File: config.mk
export PLATFORM = sky130hd
export DESIGN_NAME = dhp_top
export DESIGN_NICKNAME = d
export VERILOG_FILES = /design/src/hw/dhp_pkg.sv /design/src/hw/dhp_top.sv
export SDC_FILE = /design/constraint.sdc
export NUM_CORES = 1
export LEC_CHECK = 0
export BUFFER_PORTS_ARGS = -buffer_cell sky130_fd_sc_hd__clkbuf_2
export CORE_MARGIN = 1.5
export CORE_UTILIZATION = 45
export DETAILED_ROUTE_END_ITERATION = 8
export PLACE_DENSITY = 0.69
export SYNTH_ARGS = -nofsm -noshare
export SYNTH_HDL_FRONTEND = slang
export SYNTH_SLANG_ARGS = --single-unit
File: constraint.sdc
create_clock -name clock_i -period 5.28 [get_ports clock_i]
set_clock_uncertainty 0.2 [all_clocks]
set_input_delay 0.528 -clock clock_i [delete_from_list [all_inputs] [get_ports clock_i]]
set_output_delay 0.528 -clock clock_i [all_outputs]
set_load 0.01 [all_outputs]
File: src/hw/dhp_pkg.sv
// Shared constants for the DMA pin polarity and interrupt cause block
package dhp_pkg;

	// Register byte addresses
	localparam logic [7:0] ADDR_CMD   = 8'h30;
	localparam logic [7:0] ADDR_CNT   = 8'h34;
	localparam logic [7:0] ADDR_CFG   = 8'h38;
	localparam logic [7:0] ADDR_HW    = 8'h3C;
	localparam logic [7:0] ADDR_CAUSE = 8'h50;

	// Pin polarity and byte order register fields
	localparam int         HW_ORD_LO  = 6;
	localparam int         HW_EOT     = 5;
	localparam int         HW_ACK     = 3;
	localparam int         HW_REQ     = 2;
	localparam int         HW_WR      = 1;
	localparam int         HW_RD      = 0;
	localparam logic [7:0] HW_RST     = 8'h04;
	localparam logic [7:0] HW_WR_MASK = 8'hEF;
	localparam logic [1:0] ORD_SWAP   = 2'h1;

	// Configuration register fields
	localparam int         CFG_WIDTH     = 0;
	localparam logic       CFG_WIDTH_RST = 1'h1;

	// Command codes
	localparam logic [7:0] CMD_STOP = 8'h13;

	// Interrupt cause register fields
	localparam int          CA_CUT   = 15;
	localparam int          CA_STOP  = 12;
	localparam int          CA_EXT   = 11;
	localparam int          CA_INT   = 10;
	localparam int          CA_CNT   = 8;
	localparam logic [15:0] CA_CLR_M = 16'h1D00;
	localparam logic [15:0] CA_RST   = 16'h0000;

	// Counter steps per strobe
	localparam logic [31:0] STEP_BYTE = 32'h0000_0001;
	localparam logic [31:0] STEP_WORD = 32'h0000_0002;

	// Bus answers
	localparam logic [1:0] RESP_OK  = 2'h0;
	localparam logic [1:0] RESP_ERR = 2'h2;

	// Transfer states
	typedef enum logic [0:0] {
		ST_IDLE = 1'h0,
		ST_RUN  = 1'h1
	} dhp_state_e;

endpackage

File: src/hw/dhp_top.sv
// DMA handshake pin polarity, byte order and interrupt cause logic
`timescale 1ns/1ns

// How it works
// - Byte order 00 on a 16-bit bus keeps high byte on upper lines.
// - Byte order 01 swaps the bytes; codes 10 and 11 are reserved.
// - Bit 5 picks the end-of-transfer input level, 1 meaning active high.
// - Bit 3 picks the acknowledge input level, 1 meaning active high.
// - Bit 2 picks the request output level; resets to 1 on both resets.
// - Bit 1 picks the write strobe level, 1 meaning active high.
// - Bit 0 picks the read strobe level, 1 meaning active high.
// - All cause bits are refreshed whenever a command finishes.
// - Writing 1 clears a cause bit, writing 0 leaves it alone.
// - Bit 15 flags an OUT packet cut short; writes cannot change it.
// - Bit 12 flags a stop command that ended the transfer.
// - Bit 11 flags an asserted external end input, polarity applied.
// - Bit 10 flags an internal end of transfer.
// - Bit 8 flags completion by the byte counter reaching zero.
// - Short packet before zero count sets internal end only.
// - Short packet with zero count sets both internal end and count bits.
// - Zero count without short packet sets count bit only.
// - The byte counter holds bytes left and counts down as bytes move.
// - Stop halts, keeps OUT data, flushes the IN FIFO and flags done in the same cycle.
// - Request pin stays undriven until configuration is written once.
module dhp_top
	import dhp_pkg::*;
(
	// Clock and resets
	input  wire logic        clock_i,
	input  wire logic        sys_rst_i,
	input  wire logic        usb_bus_reset_i,
	// AXI4-Lite write channels
	input  wire logic        s_axi_awvalid_i,
	input  wire logic [7:0]  s_axi_awaddr_i,
	output logic             s_axi_awready_o,
	input  wire logic        s_axi_wvalid_i,
	input  wire logic [31:0] s_axi_wdata_i,
	input  wire logic [3:0]  s_axi_wstrb_i,
	output logic             s_axi_wready_o,
	output logic             s_axi_bvalid_o,
	output logic [1:0]       s_axi_bresp_o,
	input  wire logic        s_axi_bready_i,
	// AXI4-Lite read channels
	input  wire logic        s_axi_arvalid_i,
	input  wire logic [7:0]  s_axi_araddr_i,
	output logic             s_axi_arready_o,
	output logic             s_axi_rvalid_o,
	output logic [31:0]      s_axi_rdata_o,
	output logic [1:0]       s_axi_rresp_o,
	input  wire logic        s_axi_rready_i,
	// DMA handshake pins
	input  wire logic        transfer_end_input_i,
	input  wire logic        dma_acknowledge_input_i,
	input  wire logic        dma_read_strobe_i,
	input  wire logic        dma_write_strobe_i,
	output logic             dma_request_output_o,
	output logic             dma_request_output_oe_o,
	// DMA data bus
	input  wire logic [15:0] dma_data_i,
	output logic [15:0]      dma_data_o,
	output logic             dma_data_oe_o,
	// Endpoint buffer side
	input  wire logic [15:0] ep_rd_word_i,
	output logic             ep_rd_take_o,
	output logic [15:0]      ep_wr_word_o,
	output logic             ep_wr_valid_o,
	output logic             in_flush_o,
	input  wire logic        short_packet_i,
	input  wire logic        out_cut_short_i
);

	logic        awready_ff;
	logic        arready_ff;
	logic        bvalid_ff;
	logic [1:0]  bresp_ff;
	logic        rvalid_ff;
	logic [31:0] rdata_ff;
	logic [1:0]  rresp_ff;
	logic [7:0]  hw_ff;
	logic        cfg_width_ff;
	logic        cfg_written_ff;
	logic [31:0] cnt_ff;
	logic        start_ff;
	logic [15:0] cause_ff;
	logic        out_cut_ff;
	dhp_state_e  state_ff;
	logic [19:0] sync1_ff;
	logic [19:0] sync2_ff;
	logic [3:0]  act_prev_ff;
	logic        req_ff;
	logic        req_oe_ff;
	logic [15:0] data_o_ff;
	logic        data_oe_ff;
	logic        rd_take_ff;
	logic [15:0] ep_wr_word_ff;
	logic        ep_wr_valid_ff;
	logic        flush_ff;

	logic        wr_en;
	logic        wr_hit;
	logic        stop_req;
	logic        run;
	logic        swap;
	logic        rd_act;
	logic        wr_act;
	logic        ack_act;
	logic        eot_act;
	logic        rd_rise;
	logic        wr_rise;
	logic        ext_rise;
	logic        moves;
	logic [31:0] step;
	logic [31:0] nxt_cnt;
	logic        cnt_hit;
	logic        finish;
	logic        req_on;
	logic [15:0] nxt_cause;
	logic [31:0] rd_word;
	logic        rd_hit;
	logic [15:0] bus_word;
	logic [19:0] pin_word;

	// Write handshake: both channels taken together, one write at a time
	always_ff @(posedge clock_i) begin
		if (sys_rst_i) begin
			awready_ff <= 1'b0;
			bvalid_ff  <= 1'b0;
			bresp_ff   <= RESP_OK;
		end else begin
			awready_ff <= s_axi_awvalid_i & s_axi_wvalid_i & ~awready_ff & ~bvalid_ff;
			if (awready_ff) begin
				bvalid_ff <= 1'b1;
				bresp_ff  <= wr_hit ? RESP_OK : RESP_ERR;
			end else if (s_axi_bready_i) begin
				bvalid_ff <= 1'b0;
			end
		end
	end

	assign wr_en  = awready_ff;
	assign wr_hit = (s_axi_awaddr_i == ADDR_CMD) | (s_axi_awaddr_i == ADDR_CNT) |
		(s_axi_awaddr_i == ADDR_CFG) | (s_axi_awaddr_i == ADDR_HW) | (s_axi_awaddr_i == ADDR_CAUSE);

	// Read handshake
	always_ff @(posedge clock_i) begin
		if (sys_rst_i) begin
			arready_ff <= 1'b0;
			rvalid_ff  <= 1'b0;
			rdata_ff   <= 32'h0000_0000;
			rresp_ff   <= RESP_OK;
		end else begin
			arready_ff <= s_axi_arvalid_i & ~arready_ff & ~rvalid_ff;
			if (arready_ff) begin
				rvalid_ff <= 1'b1;
				rdata_ff  <= rd_word;
				rresp_ff  <= rd_hit ? RESP_OK : RESP_ERR;
			end else if (s_axi_rready_i) begin
				rvalid_ff <= 1'b0;
			end
		end
	end

	always_comb begin
		rd_word = 32'h0000_0000;
		rd_hit  = 1'b1;
		unique case (s_axi_araddr_i)
			ADDR_CMD:   rd_word = 32'h0000_0000;
			ADDR_CNT:   rd_word = cnt_ff;
			ADDR_CFG:   rd_word[CFG_WIDTH] = cfg_width_ff;
			ADDR_HW:    rd_word[7:0] = hw_ff;
			ADDR_CAUSE: rd_word[15:0] = cause_ff;
			default:    rd_hit = 1'b0;
		endcase
	end

	// Pin polarity and byte order register; reserved bit 4 is forced to zero
	always_ff @(posedge clock_i) begin
		if (sys_rst_i || usb_bus_reset_i) begin
			hw_ff <= HW_RST;
		end else if (wr_en && s_axi_awaddr_i == ADDR_HW && s_axi_wstrb_i[0]) begin
			hw_ff <= s_axi_wdata_i[7:0] & HW_WR_MASK;
		end
	end

	// Configuration: bus width and the one-time write that releases the request pin
	always_ff @(posedge clock_i) begin
		if (sys_rst_i || usb_bus_reset_i) begin
			cfg_width_ff   <= CFG_WIDTH_RST;
			cfg_written_ff <= 1'b0;
		end else if (wr_en && s_axi_awaddr_i == ADDR_CFG && s_axi_wstrb_i[0]) begin
			cfg_width_ff   <= s_axi_wdata_i[CFG_WIDTH];
			cfg_written_ff <= 1'b1;
		end
	end

	assign stop_req = wr_en && s_axi_awaddr_i == ADDR_CMD && s_axi_wstrb_i[0] &&
		s_axi_wdata_i[7:0] == CMD_STOP;

	// Pin synchronisers, data bus included so it lines up with the strobes
	assign pin_word = {dma_data_i, transfer_end_input_i, dma_acknowledge_input_i,
		dma_write_strobe_i, dma_read_strobe_i};

	genvar gi;
	generate
		for (gi = 0; gi < 20; gi++) begin : g_sync
			always_ff @(posedge clock_i) begin
				if (sys_rst_i) begin
					sync1_ff[gi] <= 1'b0;
					sync2_ff[gi] <= 1'b0;
				end else begin
					sync1_ff[gi] <= pin_word[gi];
					sync2_ff[gi] <= sync1_ff[gi];
				end
			end
		end
	endgenerate

	// Pin level equal to the configured bit means asserted
	assign rd_act  = sync2_ff[0] ~^ hw_ff[HW_RD];
	assign wr_act  = sync2_ff[1] ~^ hw_ff[HW_WR];
	assign ack_act = sync2_ff[2] ~^ hw_ff[HW_ACK];
	assign eot_act = sync2_ff[3] ~^ hw_ff[HW_EOT];

	always_ff @(posedge clock_i) begin
		if (sys_rst_i) begin
			act_prev_ff <= 4'h0;
		end else begin
			act_prev_ff <= {eot_act, ack_act, wr_act, rd_act};
		end
	end

	assign run      = state_ff == ST_RUN;
	assign rd_rise  = run & rd_act & ~act_prev_ff[0] & ack_act;
	assign wr_rise  = run & wr_act & ~act_prev_ff[1] & ack_act;
	assign ext_rise = run & eot_act & ~act_prev_ff[3];
	assign moves    = rd_rise | wr_rise;
	assign step     = cfg_width_ff ? STEP_WORD : STEP_BYTE;
	assign nxt_cnt  = (cnt_ff <= step) ? 32'h0000_0000 : cnt_ff - step;
	assign cnt_hit  = moves & (cnt_ff <= step);
	assign finish   = stop_req | (run & (ext_rise | short_packet_i | cnt_hit));
	assign req_on   = run & ~finish;
	assign swap     = hw_ff[HW_ORD_LO +: 2] == ORD_SWAP;

	// Byte counter: software write wins, otherwise counts down per strobe
	always_ff @(posedge clock_i) begin
		if (sys_rst_i || usb_bus_reset_i) begin
			cnt_ff   <= 32'h0000_0000;
			start_ff <= 1'b0;
		end else begin
			start_ff <= wr_en && s_axi_awaddr_i == ADDR_CNT;
			if (wr_en && s_axi_awaddr_i == ADDR_CNT) begin
				for (int b = 0; b < 4; b++) begin
					if (s_axi_wstrb_i[b]) begin
						cnt_ff[8*b +: 8] <= s_axi_wdata_i[8*b +: 8];
					end
				end
			end else if (moves) begin
				cnt_ff <= nxt_cnt;
			end
		end
	end

	// Transfer state: a counter write arms a run once configured
	always_ff @(posedge clock_i) begin
		if (sys_rst_i || usb_bus_reset_i) begin
			state_ff <= ST_IDLE;
		end else begin
			unique case (state_ff)
				ST_IDLE: if (start_ff && cfg_written_ff && cnt_ff != 32'h0000_0000 && !stop_req) begin
					state_ff <= ST_RUN;
				end
				ST_RUN: if (finish) begin
					state_ff <= ST_IDLE;
				end
			endcase
		end
	end

	// Cut-short OUT packet is remembered until the run ends
	always_ff @(posedge clock_i) begin
		if (sys_rst_i || usb_bus_reset_i || finish) begin
			out_cut_ff <= 1'b0;
		end else if (run && out_cut_short_i) begin
			out_cut_ff <= 1'b1;
		end
	end

	always_comb begin
		nxt_cause          = 16'h0000;
		nxt_cause[CA_CUT]  = out_cut_ff | (run & out_cut_short_i);
		nxt_cause[CA_STOP] = stop_req;
		nxt_cause[CA_EXT]  = ext_rise;
		nxt_cause[CA_INT]  = run & short_packet_i;
		nxt_cause[CA_CNT]  = cnt_hit;
	end

	// Finish reloads every bit and beats a clear in the same cycle
	always_ff @(posedge clock_i) begin
		if (sys_rst_i || usb_bus_reset_i) begin
			cause_ff <= CA_RST;
		end else if (finish) begin
			cause_ff <= nxt_cause;
		end else if (wr_en && s_axi_awaddr_i == ADDR_CAUSE && s_axi_wstrb_i[1]) begin
			cause_ff <= cause_ff & ~(s_axi_wdata_i[15:0] & CA_CLR_M);
		end
	end

	// Request pin; held at the inactive level between runs
	always_ff @(posedge clock_i) begin
		if (sys_rst_i) begin
			req_ff    <= 1'b0;
			req_oe_ff <= 1'b0;
		end else begin
			req_ff    <= req_on ? hw_ff[HW_REQ] : ~hw_ff[HW_REQ];
			req_oe_ff <= cfg_written_ff;
		end
	end

	// Bytes kept in memory order; the swap only touches the pin side
	assign bus_word = swap ? {sync2_ff[11:4], sync2_ff[19:12]} : sync2_ff[19:4];

	// Read path drives the bus while strobe and acknowledge stand
	always_ff @(posedge clock_i) begin
		if (sys_rst_i) begin
			data_o_ff  <= 16'h0000;
			data_oe_ff <= 1'b0;
			rd_take_ff <= 1'b0;
		end else begin
			data_o_ff  <= swap ? {ep_rd_word_i[7:0], ep_rd_word_i[15:8]} : ep_rd_word_i;
			data_oe_ff <= run & rd_act & ack_act;
			rd_take_ff <= rd_rise;
		end
	end

	// Write path; the stop flush pushes the IN side out to the buffer
	always_ff @(posedge clock_i) begin
		if (sys_rst_i) begin
			ep_wr_word_ff  <= 16'h0000;
			ep_wr_valid_ff <= 1'b0;
			flush_ff       <= 1'b0;
		end else begin
			ep_wr_valid_ff <= wr_rise;
			flush_ff       <= stop_req;
			if (wr_rise) begin
				ep_wr_word_ff <= bus_word;
			end
		end
	end

	assign s_axi_awready_o         = awready_ff;
	assign s_axi_wready_o          = awready_ff;
	assign s_axi_bvalid_o          = bvalid_ff;
	assign s_axi_bresp_o           = bresp_ff;
	assign s_axi_arready_o         = arready_ff;
	assign s_axi_rvalid_o          = rvalid_ff;
	assign s_axi_rdata_o           = rdata_ff;
	assign s_axi_rresp_o           = rresp_ff;
	assign dma_request_output_o    = req_ff;
	assign dma_request_output_oe_o = req_oe_ff;
	assign dma_data_o              = data_o_ff;
	assign dma_data_oe_o           = data_oe_ff;
	assign ep_rd_take_o            = rd_take_ff;
	assign ep_wr_word_o            = ep_wr_word_ff;
	assign ep_wr_valid_o           = ep_wr_valid_ff;
	assign in_flush_o              = flush_ff;

	property p_order_normal;
		@(posedge clock_i) disable iff (sys_rst_i)
		!swap |=> dma_data_o == $past(ep_rd_word_i);
	endproperty
	a_order_normal: assert property (p_order_normal) else $error("Normal byte order broken");

	property p_order_swap;
		@(posedge clock_i) disable iff (sys_rst_i)
		swap |=> dma_data_o[7:0] == $past(ep_rd_word_i[15:8]) && dma_data_o[15:8] == $past(ep_rd_word_i[7:0]);
	endproperty
	a_order_swap: assert property (p_order_swap) else $error("Swapped byte order broken");

	property p_req_level;
		@(posedge clock_i) disable iff (sys_rst_i)
		req_on ##1 req_on |=> dma_request_output_o == $past(hw_ff[HW_REQ], 1);
	endproperty
	a_req_level: assert property (p_req_level) else $error("Request at wrong level");

	property p_req_hidden;
		@(posedge clock_i) disable iff (sys_rst_i || usb_bus_reset_i)
		!cfg_written_ff ##1 !cfg_written_ff |-> !dma_request_output_oe_o;
	endproperty
	a_req_hidden: assert property (p_req_hidden) else $error("Request driven before config");

	property p_clear_one;
		@(posedge clock_i) disable iff (sys_rst_i || usb_bus_reset_i)
		(wr_en && s_axi_awaddr_i == ADDR_CAUSE && s_axi_wstrb_i[1] && s_axi_wdata_i[CA_EXT] && !finish)
		|=> !cause_ff[CA_EXT];
	endproperty
	a_clear_one: assert property (p_clear_one) else $error("Write one did not clear");

	property p_cut_hold;
		@(posedge clock_i) disable iff (sys_rst_i || usb_bus_reset_i)
		!finish |=> $stable(cause_ff[CA_CUT]);
	endproperty
	a_cut_hold: assert property (p_cut_hold) else $error("Cut-short bit changed by write");

	property p_stop_flag;
		@(posedge clock_i) disable iff (sys_rst_i || usb_bus_reset_i)
		stop_req |=> cause_ff[CA_STOP] ##1 in_flush_o == 1'b0;
	endproperty
	a_stop_flag: assert property (p_stop_flag) else $error("Stop not flagged");

	property p_count_only;
		@(posedge clock_i) disable iff (sys_rst_i || usb_bus_reset_i)
		(run && cnt_hit && !short_packet_i) |=> cause_ff[CA_CNT] && !cause_ff[CA_INT] && state_ff == ST_IDLE;
	endproperty
	a_count_only: assert property (p_count_only) else $error("Count-only end wrong");

	property p_short_only;
		@(posedge clock_i) disable iff (sys_rst_i || usb_bus_reset_i)
		(run && short_packet_i && !cnt_hit) |=> cause_ff[CA_INT] && !cause_ff[CA_CNT];
	endproperty
	a_short_only: assert property (p_short_only) else $error("Short-packet end wrong");

	property p_count_down;
		@(posedge clock_i) disable iff (sys_rst_i || usb_bus_reset_i)
		(moves && !cnt_hit && !(wr_en && s_axi_awaddr_i == ADDR_CNT)) |=> cnt_ff == $past(cnt_ff) - $past(step);
	endproperty
	a_count_down: assert property (p_count_down) else $error("Counter did not step down");

endmodule

==> reports/qor.txt, run 1 <==
Final Instance Area: 8660 µm²
Top_reg_cell synth: dfxtp_1
Status: finished clean
Syn avg cell area: 8.43 µm²
Period utilization: 73.2%
Remaining Overflow, GRT: 0
Post_cts resized: 0
Critical path cell sequence: inv_1 > ha_1 > inv_1 > fa_1 > a21bo_2 > or4b_2 > o31ai_4 > o21ai_0 > a32o_1
Core area: 15300 µm²
RSZ-0062 raised after global routing: no
Register area share after synthesis: 47.4%
FF-to-FF Start: cfg_width_ff
Cell repeated most along the worst path: inv_1
Top delay family on crit path: compound AO/OA/AOI/OAI gates
Psw: 639 µW
Lkg Pwr: 3.54 nW
Number of enable flip-flop cells after synthesis: 0
Initial DRC count: 547
Via Count: 6661
Worst Path Arrival: 3.99 ns
Remaining DRCs: 0
Seq cells post-synth: 168
Syn-to-layout area delta: 21.9%
Largest net degree at the start of global routing: 88
Routed WL per cell: 16.4 µm
Vias per cell: 5.49
Ant. Diodes: 0
Initial Util: 46.4%
Reg clk slew, reported paths: 0.07 ns
Sequential group share of total power: 48.9%
Post-synth top area share: 47.4%
Worst rel slew slack: 19.6%
Fin nets: 1090
Synth top area cells: dfxtp_1 (47%), nand2_1 (6.6%), a21oi_1 (4.9%), nor2_1 (4.3%), nor2b_1 (4.0%)
Final Hold Vio Count: 0
FF/Latch Area: 3360 µm²
Combinational Power Share: 5.4%
Min cycle time layout: 3.87 ns
Max rail drop VDD: 0.235 mV
Placement Cell Area: 8090 µm²
Worst stage delay on the critical path: 0.97 ns
YS warnings: 0
Initial antenna violation count: 0
# rows: 45
Setup crit start kind: flip-flop
Final wirelength: 19.9 mm
CTS tree: yes
CP max-delay cell: o31ai_4
Total Neg Setup Slack: 0 ns
Clk pwr share: 45.7%
Post-synthesis instance total: 842
First-pass GRT wire length: 31.2 mm
Worst min path class: in -> reg
Max Transition Viols Final: 0
Count of hold-fix buffers inserted at cts: 0
# port buffers: 174
CTS buffer count: 17
Min-Delay Startpoint: s_axi_wvalid_i
Area taken by multi-input logic gates: 3460 µm²
I/O pin cnt: 177
Clk_lat worst skew: 0.43 ns
Switching share of total power: 23.9%
Setup violators final: 0
Crit path from: cfg_width_ff
Die area: 16500 µm²
Maxcap violations: 0
Crit Path Category: reg -> reg
Power Internal: 2.03 mW
Vias in the first global route: 5879
GRT Total Usage: 24.4%
CTS sink cnt: 168
H-Tree Depth: 4
CP Capture Type: flip-flop
Fraction of layout cells with a size suffix above 1: 23.8%
Final ANT Viol Nets: 0
Synth Cell Area: 7100 µm²
DP HPWL: 14.3 mm
Routability Congestion: 0.908
Req. time, crit path: 5.40 ns
Max frequency: 0.259 GHz
Leading area contributor after synthesis: dfxtp_1
PwrDens: 308 nW/µm²
Initial DRT Pass Iterations: 5
Clk root buf: clkbuf_16
Fraction of registers with async set/reset: 0%
Worst-margin pin slew: 1.21 ns
Worst Path Buf+Inv: 2
Die Height: 129 µm
Fillers: 1477
CP max FO: 28
Clock buffer depth: 2
Die width: 129 µm
Yosys cell types: 67
Post-CTS setup buffer count: 0
-- registers in the layout, indices dropped and copies added (netlist names), 3 cells and up --
signal,flops
sync2_ff,20
act_prev_ff,3
cause_ff,5
sync1_ff,20
cnt_ff,32
dma_data_o,16
s_axi_rdata_o,32
ep_wr_word_o,16
hw_ff,7
-- worst paths after layout --
| path | depth (start not counted) | slack, ns | end |
|---|---|---|---|
| worst max register to register | 9 | 1.41 | cnt_ff[20] |
| worst max-delay path | 9 | 1.41 | cnt_ff[20] |
| worst min-delay path | 3 | 0.09 | s_axi_awready_o |
| worst min register to register | 1 | 0.23 | sync2_ff[12] |
-- worst reg2reg max path: cells and delay by family, from the launching register on --
family	cells	cell delay [ns]
AO/OA/AOI/OAI	4	1.78
AND/OR/NAND/NOR	1	0.65
adder cells (fa/ha/maj)	2	0.62
flip-flops	1	0.31
buffers and inverters	2	0.19
-- metrics by stage --
step	setup slack, ns	util, %	hold slack, ns	power, mW	std cells
floorplan	2.25	-	0.214	1.40	843
global route	1.22	56.5	0.0882	2.75	1213
global placement	1.55	52.8	0.217	1.48	1181
CTS	1.46	56.5	0.0803	2.69	1213
finish	1.41	56.5	0.0948	2.67	1213
detailed placement	1.47	52.8	0.221	1.48	1181
-- power groups by stage --
| stage | clock network [mW] | logic, mW | registers [mW] |
|---|---|---|---|
| 4_1_cts | 1.24 | 0.146 | 1.30 |
| 5_1_grt | 1.29 | 0.160 | 1.31 |
| 3_5_place_dp | 0 | 0.145 | 1.33 |
| 6_report | 1.22 | 0.145 | 1.30 |
| 2_1_floorplan | 0 | 0.0661 | 1.34 |
| 3_3_place_gp | 0 | 0.144 | 1.33 |
-- synthesized netlist by cell type (9+ instances only) --
cell	count
clkbuf_1	46
inv_1	15
nor3_1	25
a21oi_1	69
nor2b_1	45
nand2_1	125
mux2i_1	12
o21ai_0	34
nand3_1	34
nor2_1	81
a32oi_1	9
a311oi_1	17
dfxtp_1	168
-- routing by layer --
metal / vias up / track usage [%] / share of wire [%]
li1: 3301 / - / -
met1: 3083 / 32.8 / 45
met2: 229 / 36.9 / 45
met3: 48 / 5.03 / 6.0
met4: 0 / 13.2 / 4.3
met5: - / 0 / 0
-- cell families after synthesis --
| family | synth area share [%] |
|---|---|
| multiplexers | 2.33 |
| AND/OR/NAND/NOR | 25.7 |
| other | 0.0528 |
| adder cells (fa/ha/maj) | 0.634 |
| AO/OA/AOI/OAI | 19.0 |
| buffers and inverters | 4.30 |
| flip-flops | 47.4 |
| XOR/XNOR | 0.617 |
-- area by class of cell --
class                           count  area share [%]
Multi-Input combinational cell    603            39.9
Inverter                           16           0.694
Tap cell                          211            3.05
Clock buffer                       19            5.12
Clock inverter                     13            1.49
Sequential cell                   168            38.8
Timing Repair Buffer              183            10.9
-- placed cells by master (no fill, tap or decap), types with 4 or more instances in the layout --
cell       instances
o211ai_1           4
nand2b_1           5
inv_6              9
dfxtp_1          168
o22ai_1            7
nand3_1           34
o31ai_1            4
a32o_1             6
a311oi_1          17
or2_2              4
mux2i_1           12
a211oi_1           4
or3_1              8
clkbuf_16         17
o41ai_1            5
o21ai_1            7
o21a_1             5
nand2_1          125
and3_1             6
nor3_1            24
buf_4             10
a221oi_1           8
a32oi_1            9
nor2_1            81
mux2_2             4
clkbuf_2         173
inv_1             15
nor4_1             8
nor2b_1           44
o21ai_0           34
a21oi_1           69
a22oi_1            7
xor2_1             4
No activity file was read; power rests on OpenSTA's default activity.
==> run 2: changes to the inputs <==
PLACE_DENSITY = 0.72   (was 0.69)
clock period = 3.4 ns   (was 5.28 ns; I/O delays follow)
==> reports/qor.txt, run 2 (synthesis results as in run 1) <==
Status: finished clean (unchanged)
Worst min path class: in -> reg (unchanged)
Largest net degree at the start of global routing: 62 (was 88)
Lkg Pwr: 3.85 nW (was 3.54 nW)
Setup crit start kind: flip-flop (unchanged)
# rows: 45 (unchanged)
Worst R2R Path Depth: 10 (was 9)
GRT Total Usage: 25.1% (was 24.4%)
Max Transition Viols Final: 0 (unchanged)
Worst-margin pin slew: 1.04 ns (was 1.21 ns)
I/O pin cnt: 177 (unchanged)
Post_cts resized: 0 (unchanged)
Final wirelength: 20.9 mm (was 19.9 mm)
Max rail drop VDD: 0.342 mV (was 0.235 mV)
CTS buffer count: 17 (unchanged)
Fillers: 1398 (was 1477)
CP max FO: 10 (was 28)
Ant. Diodes: 0 (unchanged)
Post-CTS setup buffer count: 0 (unchanged)
Clk root buf: clkbuf_16 (unchanged)
Remaining DRCs: 0 (unchanged)
Max frequency: 0.310 GHz (was 0.259 GHz)
Combinational Power Share: 6.6% (was 5.4%)
Most frequent cells in the layout: clkbuf_2 (173), dfxtp_1 (168), nand2_1 (125), nor2_1 (81), a21oi_1 (69) (unchanged)
FF-to-FF Start: cfg_width_ff (unchanged)
Die width: 129 µm (unchanged)
Worst r2r dst: cnt_ff[3] (was cnt_ff[20])
Remaining Overflow, GRT: 0 (unchanged)
H-Tree Depth: 4 (unchanged)
Vias per cell: 5.51 (was 5.49)
Psw: 997 µW (was 639 µW)
Crit Path Category: reg -> reg (unchanged)
Clk_lat worst skew: 0.43 ns (about the same)
Initial DRT Pass Iterations: 6 (was 5)
Routed WL per cell: 16.4 µm (about the same)
Worst rel slew slack: 30.4% (was 19.6%)
Syn-to-layout area delta: 31.0% (was 21.9%)
Min cycle time layout: 3.23 ns (was 3.87 ns)
Die Height: 129 µm (unchanged)
Crit path from: cfg_width_ff (unchanged)
CTS sink cnt: 168 (unchanged)
Maxcap violations: 0 (unchanged)
Reg clk slew, reported paths: 0.07 ns (about the same)
Routability Congestion: 0.946 (was 0.908)
CTS tree: yes (unchanged)
Clock buffer depth: 2 (unchanged)
Vias in the first global route: 6265 (was 5879)
Initial Util: 46.4% (unchanged)
CP endpoint: cnt_ff[3] (was cnt_ff[20])
Final Hold Vio Count: 0 (unchanged)
Final ANT Viol Nets: 0 (unchanged)
Req. time, crit path: 3.49 ns (was 5.40 ns)
Initial antenna violation count: 0 (unchanged)
R2R Setup Slk: 0.17 ns (was 1.41 ns)
First-pass GRT wire length: 32.4 mm (was 31.2 mm)
RSZ-0062 raised after global routing: no (unchanged)
Tot Pwr: 4.19 mW (was 2.67 mW)
CP Capture Type: flip-flop (unchanged)
Worst Path Arrival: 3.31 ns (was 3.99 ns)
Initial DRC count: 615 (was 547)
Fin nets: 1157 (was 1090)
Clk pwr share: 45.1% (was 45.7%)
Final Core Density: 60.7% (was 56.5%)
DP HPWL: 14.6 mm (was 14.3 mm)
Count of hold-fix buffers inserted at cts: 52 (was 0)
Sequential group share of total power: 48.3% (was 48.9%)
PwrDens: 451 nW/µm² (was 308 nW/µm²)
Commonest non-fill, non-tap cell in the layout: clkbuf_2 (unchanged)
Power Internal: 3.20 mW (was 2.03 mW)
Setup violators final: 0 (unchanged)
Core area: 15300 µm² (unchanged)
Via Count: 7044 (was 6661)
Period utilization: 95.0% (was 73.2%)
# port buffers: 174 (unchanged)
Switching share of total power: 23.8% (was 23.9%)
Die area: 16500 µm² (unchanged)
Total Neg Setup Slack: 0 ns (unchanged)
Fraction of layout cells with a size suffix above 1: 23.5% (was 23.8%)
==> run 2: cell count changes in the layout (fill, tap and decap cells not counted) <==
cell,before,now
nor3_2,3,2
buf_4,10,24
dlygate4sd3_1,0,52
inv_8,0,2
clkinvlp_4,2,0
inv_6,9,7
nor3_1,24,25
buf_12,0,1
clkinv_4,0,2
clkinv_2,1,0
==> run 2: worst max-delay path: stages (launching register included) <==
cell,delay [ns]
dfxtp_1,0.32
inv_1,0.16
ha_1,0.20
inv_1,0.06
fa_1,0.45
a21bo_2,0.27
or4b_2,0.66
nor3_2,0.17
nor2_1,0.23
a32oi_1,0.26
o32ai_1,0.11
==> run 2: per-layer routing <==
layer	share of wire, %	track usage, %
met1	43	33.2
met4	2.8	9.78
met2	46	41.0
met3	7.9	4.62
met5	0	0
==> run 2: final cells by class <==
type / instances / area, µm² / share of cell area (%)
clock buffer: 19 / 443 / 4.76
clock inverter: 12 / 131 / 1.41
inverter: 16 / 60.1 / 0.646
multi-input combinational: 603 / 3450 / 37.1
sequential: 168 / 3360 / 36.2
tap: 211 / 264 / 2.84
timing repair buffer: 250 / 1590 / 17.1
==> run 2: how the worst min path moves through the flow <==
stage / to / slack [ns] / depth (start not counted) / startpoint
after floorplan: sync2_ff[0] / 0.21 / 1 / sync1_ff[0]
after detailed placement: sync2_ff[14] / 0.22 / 1 / sync1_ff[14]
after global placement: sync2_ff[9] / 0.21 / 1 / sync1_ff[9]
after global routing: cause_ff[10] / 0.03 / 3 / short_packet_i
after CTS: hw_ff[6] / 0.004 / 3 / s_axi_wdata_i[6]
final: hw_ff[6] / 0.009 / 3 / s_axi_wdata_i[6]
==> run 2: power by group through the flow <==
stage,registers (mW),clock network [mW],logic (mW)
6_report,2.03,1.89,0.275
5_1_grt,2.03,2.00,0.299
4_1_cts,2.03,1.91,0.272
3_5_place_dp,2.07,0,0.224
3_3_place_gp,2.07,0,0.223
2_1_floorplan,2.08,0,0.103
==> run 2: per-stage QoR <==
stage	setup WS (ns)	instances	cell area [µm²]	hold slack, ns
global route	0.0118	1279	9300	0.0260
detailed placement	0.237	1196	8210	0.224
CTS	0.191	1279	9300	0.00411
floorplan	0.370	843	7100	0.214
finish	0.171	1279	9300	0.00908
global placement	0.347	1196	8210	0.215
